File: src/hw/ecd_pkg.sv
package ecd_pkg;

    // ********************************
    // Sizes
    // ********************************
    localparam int NUM_EDGE = 4;

    // ********************************
    // Division ratio choices
    // ********************************
    typedef enum logic [1:0] {
        ECD_RATIO_2_0,
        ECD_RATIO_3_5,
        ECD_RATIO_4_0
    } ecd_ratio_t;

    // Half periods of the input per counter cycle: one divided period, two for 3.5
    localparam logic [3:0] HALF_EDGES_2_0 = 4'h4;
    localparam logic [3:0] HALF_EDGES_3_5 = 4'he;
    localparam logic [3:0] HALF_EDGES_4_0 = 4'h8;

    // Toggle points of the 3.5 pattern, in half periods
    localparam logic [3:0] TOGGLE_3_5_A = 4'h0;
    localparam logic [3:0] TOGGLE_3_5_B = 4'h4;
    localparam logic [3:0] TOGGLE_3_5_C = 4'h7;
    localparam logic [3:0] TOGGLE_3_5_D = 4'hb;

    // ********************************
    // Reset values
    // ********************************
    localparam logic       RESET_LEVEL = 1'b0;
    localparam logic [3:0] RESET_COUNT = 4'h0;

    // ********************************
    // Carriers
    // ********************************
    typedef struct packed {
        logic select;
        logic stop;
        logic div_reset;
        logic word_align_request;
    } ecd_ctrl_t;

    typedef struct packed {
        logic undivided_output;
        logic divided_output;
    } ecd_div_out_t;

endpackage : ecd_pkg

File: src/hw/ecd_divider.sv
`timescale 1ns/10ps

module ecd_divider #(
    parameter ecd_pkg::ecd_ratio_t DIV_RATIO = ecd_pkg::ECD_RATIO_2_0,
    parameter bit                  GSR_ENABLE = 1'b0
) (
    input  wire logic                 i_clock,
    input  wire logic                 i_rstn,
    input  wire logic                 i_divider_clock_in,
    input  wire logic                 i_div_reset,
    input  wire logic                 i_global_set_reset,
    input  wire logic                 i_word_align_request,
    output ecd_pkg::ecd_div_out_t     o_out
);

    // ********************************
    // Half period counting
    // ********************************
    logic                  prev_r;
    logic                  prev_nxt;
    logic                  align_prev_r;
    logic                  align_prev_nxt;
    logic                  slip_r;
    logic                  slip_nxt;
    logic [3:0]            cnt_r;
    logic [3:0]            cnt_nxt;
    ecd_pkg::ecd_div_out_t out_r;
    ecd_pkg::ecd_div_out_t out_nxt;
    logic                  hold_off;
    logic                  half_edge;

    function automatic logic [3:0] last_count(input ecd_pkg::ecd_ratio_t ratio);
        unique case (ratio)
            ecd_pkg::ECD_RATIO_3_5: last_count = ecd_pkg::HALF_EDGES_3_5 - 4'h1;
            ecd_pkg::ECD_RATIO_4_0: last_count = ecd_pkg::HALF_EDGES_4_0 - 4'h1;
            default:                last_count = ecd_pkg::HALF_EDGES_2_0 - 4'h1;
        endcase
    endfunction : last_count

    function automatic logic toggle_at(input ecd_pkg::ecd_ratio_t ratio, input logic [3:0] c);
        unique case (ratio)
            ecd_pkg::ECD_RATIO_3_5: toggle_at = (c == ecd_pkg::TOGGLE_3_5_A) ||
                                                (c == ecd_pkg::TOGGLE_3_5_B) ||
                                                (c == ecd_pkg::TOGGLE_3_5_C) ||
                                                (c == ecd_pkg::TOGGLE_3_5_D);
            ecd_pkg::ECD_RATIO_4_0: toggle_at = (c[1:0] == 2'h0);
            default:                toggle_at = (c[0] == 1'b0);
        endcase
    endfunction : toggle_at

    always_comb begin
        hold_off       = i_div_reset | (GSR_ENABLE & i_global_set_reset);
        half_edge      = (i_divider_clock_in != prev_r);
        prev_nxt       = i_divider_clock_in;
        align_prev_nxt = i_word_align_request;
        slip_nxt       = slip_r | (i_word_align_request & ~align_prev_r);
        cnt_nxt        = cnt_r;
        out_nxt        = out_r;
        if (hold_off) begin
            cnt_nxt                  = ecd_pkg::RESET_COUNT;
            slip_nxt                 = 1'b0;
            out_nxt.undivided_output = ecd_pkg::RESET_LEVEL;
            out_nxt.divided_output   = ecd_pkg::RESET_LEVEL;
        end else begin
            // Both outputs update in the same cycle from the same edge
            out_nxt.undivided_output = i_divider_clock_in;
            if (half_edge && slip_r) begin
                // Word slip: one half period is swallowed; a fresh request still arms
                slip_nxt = i_word_align_request & ~align_prev_r;
            end else if (half_edge) begin
                if (toggle_at(DIV_RATIO, cnt_r)) begin
                    out_nxt.divided_output = ~out_r.divided_output;
                end
                cnt_nxt = (cnt_r == last_count(DIV_RATIO)) ? ecd_pkg::RESET_COUNT
                                                            : cnt_r + 4'h1;
            end
        end
    end

    always_ff @(posedge i_clock) begin
        if (!i_rstn) begin
            prev_r       <= ecd_pkg::RESET_LEVEL;
            align_prev_r <= 1'b0;
            slip_r       <= 1'b0;
            cnt_r        <= ecd_pkg::RESET_COUNT;
            out_r        <= '0;
        end else begin
            prev_r       <= prev_nxt;
            align_prev_r <= align_prev_nxt;
            slip_r       <= slip_nxt;
            cnt_r        <= cnt_nxt;
            out_r        <= out_nxt;
        end
    end

    assign o_out = out_r;

endmodule : ecd_divider

File: src/hw/ecd_edge_clock.sv
`timescale 1ns/10ps

module ecd_edge_clock #(
    parameter int                  NUM_EDGE   = ecd_pkg::NUM_EDGE,
    parameter ecd_pkg::ecd_ratio_t DIV_RATIO  = ecd_pkg::ECD_RATIO_2_0,
    parameter bit                  GSR_ENABLE = 1'b0
) (
    input  wire logic                                  i_clock,
    input  wire logic                                  i_rstn,
    input  wire logic [NUM_EDGE-1:0]                   i_first_clock_input,
    input  wire logic [NUM_EDGE-1:0]                   i_second_clock_input,
    input  wire ecd_pkg::ecd_ctrl_t [NUM_EDGE-1:0]     i_edge_ctrl,
    input  wire logic                                  i_global_set_reset,
    output logic [NUM_EDGE-1:0]                        o_selected_edge_clock_out,
    output logic [NUM_EDGE-1:0]                        o_gate_clock_out,
    output logic [NUM_EDGE-1:0]                        o_undivided_output,
    output logic [NUM_EDGE-1:0]                        o_divided_output
);

    // ********************************
    // Input synchronisers
    // ********************************
    // Sources arrive from pins, so they are sampled and not used as clocks
    logic [NUM_EDGE-1:0]               first_clock_input_s1_r;
    logic [NUM_EDGE-1:0]               first_clock_input_s2_r;
    logic [NUM_EDGE-1:0]               second_clock_input_s1_r;
    logic [NUM_EDGE-1:0]               second_clock_input_s2_r;
    ecd_pkg::ecd_ctrl_t [NUM_EDGE-1:0] ctrl_s1_r;
    ecd_pkg::ecd_ctrl_t [NUM_EDGE-1:0] ctrl_s2_r;
    logic                              gsr_s1_r;
    logic                              gsr_s2_r;

    always_ff @(posedge i_clock) begin
        if (!i_rstn) begin
            first_clock_input_s1_r <= '0;
            first_clock_input_s2_r <= '0;
            second_clock_input_s1_r <= '0;
            second_clock_input_s2_r <= '0;
            ctrl_s1_r <= '0;
            ctrl_s2_r <= '0;
            gsr_s1_r  <= 1'b0;
            gsr_s2_r  <= 1'b0;
        end else begin
            first_clock_input_s1_r <= i_first_clock_input;
            first_clock_input_s2_r <= first_clock_input_s1_r;
            second_clock_input_s1_r <= i_second_clock_input;
            second_clock_input_s2_r <= second_clock_input_s1_r;
            ctrl_s1_r <= i_edge_ctrl;
            ctrl_s2_r <= ctrl_s1_r;
            gsr_s1_r  <= i_global_set_reset;
            gsr_s2_r  <= gsr_s1_r;
        end
    end

    // ********************************
    // Bridge select mux and stop gate
    // ********************************
    logic [NUM_EDGE-1:0] mux_r;
    logic [NUM_EDGE-1:0] mux_nxt;
    logic [NUM_EDGE-1:0] stopped_r;
    logic [NUM_EDGE-1:0] stopped_nxt;
    logic [NUM_EDGE-1:0] gate_r;
    logic [NUM_EDGE-1:0] gate_nxt;

    always_comb begin
        for (int e = 0; e < NUM_EDGE; e++) begin
            // No sync between sources: a switch may clip a pulse
            mux_nxt[e]     = ctrl_s2_r[e].select ? second_clock_input_s2_r[e] : first_clock_input_s2_r[e];
            stopped_nxt[e] = stopped_r[e];
            if (!mux_r[e]) begin
                stopped_nxt[e] = ctrl_s2_r[e].stop;
            end
            gate_nxt[e]    = mux_r[e] & ~stopped_r[e];
        end
    end

    always_ff @(posedge i_clock) begin
        if (!i_rstn) begin
            mux_r     <= '0;
            stopped_r <= '0;
            gate_r    <= '0;
        end else begin
            mux_r     <= mux_nxt;
            stopped_r <= stopped_nxt;
            gate_r    <= gate_nxt;
        end
    end

    // ********************************
    // Dividers
    // ********************************
    ecd_pkg::ecd_div_out_t [NUM_EDGE-1:0] div_out;

    for (genvar g = 0; g < NUM_EDGE; g++) begin : g_div
        ecd_divider #(
            .DIV_RATIO  (DIV_RATIO),
            .GSR_ENABLE (GSR_ENABLE)
        ) u_edge_clock_divider (
            .i_clock              (i_clock),
            .i_rstn               (i_rstn),
            .i_divider_clock_in   (gate_r[g]),
            .i_div_reset          (ctrl_s2_r[g].div_reset),
            .i_global_set_reset   (gsr_s2_r),
            .i_word_align_request (ctrl_s2_r[g].word_align_request),
            .o_out                (div_out[g])
        );
    end

    // ********************************
    // Outputs
    // ********************************
    always_comb begin
        for (int e = 0; e < NUM_EDGE; e++) begin
            o_undivided_output[e] = div_out[e].undivided_output;
            o_divided_output[e]   = div_out[e].divided_output;
        end
    end

    assign o_selected_edge_clock_out = mux_r;
    assign o_gate_clock_out          = gate_r;

endmodule : ecd_edge_clock

File: config.mk
export PLATFORM = sky130hd
export DESIGN_NAME = ecd_edge_clock
export DESIGN_NICKNAME = d
export VERILOG_FILES = /design/src/hw/ecd_pkg.sv /design/src/hw/ecd_divider.sv /design/src/hw/ecd_edge_clock.sv
export SDC_FILE = /design/constraint.sdc
export NUM_CORES = 1
export LEC_CHECK = 0
export ABC_AREA = 1
export BUFFER_PORTS_ARGS = -buffer_cell sky130_fd_sc_hd__buf_2
export CAP_MARGIN = 20
export CELL_PAD_IN_SITES_DETAIL_PLACEMENT = 1
export CELL_PAD_IN_SITES_GLOBAL_PLACEMENT = 2
export CORE_AREA = 2 2 110 112
export CTS_BUF_LIST = sky130_fd_sc_hd__clkbuf_8
export DETAILED_ROUTE_END_ITERATION = 8
export DIE_AREA = 0 0 112 114
export PLACE_DENSITY_LB_ADDON = 0.25
export RECOVER_POWER = 100
export SLEW_MARGIN = 20
export SYNTH_ARGS = -nofsm -noshare
export SYNTH_HDL_FRONTEND = slang
export SYNTH_SLANG_ARGS = --single-unit
File: constraint.sdc
create_clock -name i_clock -period 1.2 [get_ports i_clock]
set_clock_uncertainty 0.05 [all_clocks]
set_input_delay 0.12 -clock i_clock [delete_from_list [all_inputs] [get_ports i_clock]]
set_output_delay 0.12 -clock i_clock [all_outputs]
set_load 0.05 [all_outputs]
==> run summary <==
Root Buffer = clkbuf_8
Buffers & Inverters on Critical Path = 1
Largest net degree at the start of global routing = 65
Synth Area in Compound Gates = 4.46%
P_leak = 2.18 nW
Hold slack = 0.111 ns
Syn_area_per_cell = 7.89 µm²
Worst R2R Path Depth = 4
Setup crit end kind = output port
Critical path startpoint category = flip-flop
DRC = 0
Post-layout minimum cycle time = 1.14 ns
Worst path required time = 1.03 ns
Ys async rst share = 0%
Comb power frac = 7.7%
Diodes inserted = 0
Syn-to-layout area delta = 24.4%
Via count = 2,644
Initial core utilization = 29.2%
Adder-cell area share of the yosys netlist = 1.46%
Cells after Synth = 434
Full die area = 12,800 µm²
RSZ-0062 raised after global routing = no
Clock power share = 35.4%
Post-synth EDFFs = 0
PD cells = 1380 nW/µm²
Cell family with most CP delay = flip-flops
Sw Share = 24.4%
Slew HR = 79.5%
Xor and xnor fraction of the mapped netlist area = 0%
Period utilisation layout = 95.2%
Mapped Area = 3420 µm²
Share of layout cells above drive strength 1 = 16.3%
Worst-path cell chain = buf_2
Max Cap Viol = 0
Proportion of synthesized area in mux cells = 0%
Count leader, synth = nand2_1
Total iterations of the first detailed-routing run = 4
Hold Path Class = input pin to flip-flop
Max clock buf depth = 2
Vias per cell = 4.02
Vias in the first global route = 2,775
Max-slew violations = 0
CP max FO = 3
Hold Path Stages = 4
Critical R2R Capture = g_div[2].u_edge_clock_divider.cnt_r[2]$_SDFFE_PP0P_
Seq pwr share = 56.9%
Ys flop type = dfxtp_1
Post-Place Cells = 617
Biggest area consumer among synthesized cells = dfxtp_1
Hold violation total from the final report = 0
FF-to-FF setup slack = 0.08 ns
Fmax = 876 MHz
Status = complete, no violations
Worst skew pair latency = 0.37 ns
Hold Startpoint = i_rstn
Yosys top cell area share = 56.1%
Post-route antenna net violation count = 0
I/O pins = 43
Simple-Gate Fraction of Synth Area = 24.4%
Global-route wire length before repair = 11.7 mm
Setup slack after layout = 0.0580 ns
PortBufs = 41
# nets final = 536
Syn_nets = 465
Post-CTS Setup Bufs = 0
Main combinational cell family by area after synthesis = simple AND/OR/NAND/NOR gates
Critical path arrival = 0.97 ns
Ranking of synthesized cells by area = dfxtp_1 (56%), nand2_1 (12%), inv_1 (12%)
Placement Setup Slack = 0.0649 ns
Routed wire length = 6.43 mm
Post-synthesis sequential area ratio = 56.1%
Setup TNS = 0 ns
Register bit total from synthesis = 96
Top cells by instance count after synthesis = nand2_1 (106), inv_1 (105), dfxtp_1 (96)
CP peak stage delay = 0.35 ns
Power Internal = 4.45 mW
GRT Total Usage = 11.5%
Switching power = 1.44 mW
Slew @ Worst Pin = 0.307 ns
Num Clock Sinks = 96
Worst r2r src = g_div[2].u_edge_clock_divider.cnt_r[1]$_SDFFE_PP0P_
Row count = 40
Clock transition at path regs = 0.09 ns
Chip Width = 112 µm
Initial antenna violation count = 0
DRT iter0 DRCs = 62
Num CTS Buffers = 9
Grt ovf = 0
Per-cell routed wire length = 9.79 µm
Core Region = 11,700 µm²
Post-route insts no fill = 657
CP max stage cell = dfxtp_1
Yosys warnings = 0
Die height = 114 µm
Routability cong. = 0.743
Worst Path Class, Setup = flip-flop to output port
DP HPWL = 4.47 mm
CTS tree = yes
Hold endpoint = o_gate_clock_out[1]$_SDFF_PN0_
Maximum VDD drop = 0.516 mV
Setup violators final = 0
CTS H-tree lvls = 3
Netlist cell types = 19
==> power groups by stage <==
stage	clock (mW)	sequential (mW)	combinational (mW)
floorplan	0	3.47	0.227
global placement	0	3.42	0.392
detailed placement	0	3.43	0.400
CTS	2.22	3.35	0.467
global route	2.36	3.37	0.518
finish	2.09	3.35	0.453
==> worst min-delay path: stages <==
cell and delay, ns:
buf_2 0.12, inv_1 0.08, buf_4 0.13, nor3_1 0.04
==> state kept, by name, summed over array words and instances, names as in the netlist <==
register / flops
stopped_r: 4
first_clock_input_s2_r: 4
g_div.u_edge_clock_divider.slip_r: 4
g_div.u_edge_clock_divider.cnt_r: 16
second_clock_input_s2_r: 4
g_div.u_edge_clock_divider.align_prev_r: 4
second_clock_input_s1_r: 4
ctrl_s2_r: 16
o_gate_clock_out: 4
o_selected_edge_clock_out: 4
g_div.u_edge_clock_divider.prev_r: 4
ctrl_s1_r: 16
first_clock_input_s1_r: 4
g_div.u_edge_clock_divider.o_out: 8
==> stage by stage <==
stage | total power, mW | instance area (µm²) | util [%]
detailed placement | 3.83 | 3800 | 32.5
CTS | 6.03 | 4270 | 36.4
floorplan | 3.69 | 3420 | -
finish | 5.89 | 4260 | 36.4
global route | 6.25 | 4260 | 36.4
global placement | 3.81 | 3800 | 32.5
==> worst max-delay path by stage <==
| stage | startpoint | endpoint | slack, ns | cells past startpoint |
|---|---|---|---|---|
| finish | g_div[1].u_edge_clock_divider.o_out[0]$_SDFFE_PP0P_ | o_divided_output[1] | 0.06 | 1 |
| CTS | o_gate_clock_out[3]$_SDFF_PN0_ | o_gate_clock_out[3] | 0.0004 | 1 |
| global route | g_div[2].u_edge_clock_divider.cnt_r[1]$_SDFFE_PP0P_ | g_div[2].u_edge_clock_divider.cnt_r[2]$_SDFFE_PP0P_ | 0.002 | 4 |
| detailed placement | g_div[0].u_edge_clock_divider.cnt_r[1]$_SDFFE_PP0P_ | g_div[0].u_edge_clock_divider.cnt_r[2]$_SDFFE_PP0P_ | 0.06 | 6 |
| floorplan | g_div[0].u_edge_clock_divider.cnt_r[0]$_SDFFE_PP0P_ | g_div[0].u_edge_clock_divider.cnt_r[0]$_SDFFE_PP0P_ | 0.14 | 6 |
| global placement | g_div[0].u_edge_clock_divider.cnt_r[1]$_SDFFE_PP0P_ | g_div[0].u_edge_clock_divider.cnt_r[0]$_SDFFE_PP0P_ | 0.11 | 6 |
==> metal layers <==
metal / GRT usage [%] / vias up / routed length [µm]
met5: 0 / - / 0
li1: - / 1425 / -
met1: 13.0 / 1174 / 3060
met2: 19.4 / 34 / 2990
met4: 5.85 / 0 / 151
met3: 3.67 / 11 / 237
==> cells in the final DEF, fill, tap and decap left out, drive strengths merged <==
cell type	netlist	layout
buf	11	40
o21ai	11	11
clkbuf	0	16
dlygate4sd3	0	24
nand4	11	11
nand2	117	117
dfxtp	96	96
nor2	33	33
ha	4	4
nand3	22	22
nor3	5	5
inv	106	108
a21oi	18	18
bufinv	0	1
clkinv	0	4
==> kinds of logic after synthesis <==
| logic type | Yosys count |
|---|---|
| compound gates | 29 |
| fa+ha+maj | 4 |
| buf+inv | 117 |
| flops | 96 |
| simple gates | 188 |
==> timing repair <==
item / 4_1_cts / 5_1_grt
pin swaps: 0 / 0
hold endpoints to repair: 24 / 0
hold buffers: 24 / 0
resized for setup: 12 / 9
setup endpoints to repair: 10 / 12
==> final cells by class <==
type	count	area, µm²
clock buffer	9	124
clock inverter	7	67.6
fill	1432	7450
inverter	106	398
multi-input combinational	221	1020
sequential	96	1930
tap	147	184
timing repair buffer	71	536
Note: power is estimated with default switching activity, not from simulation.
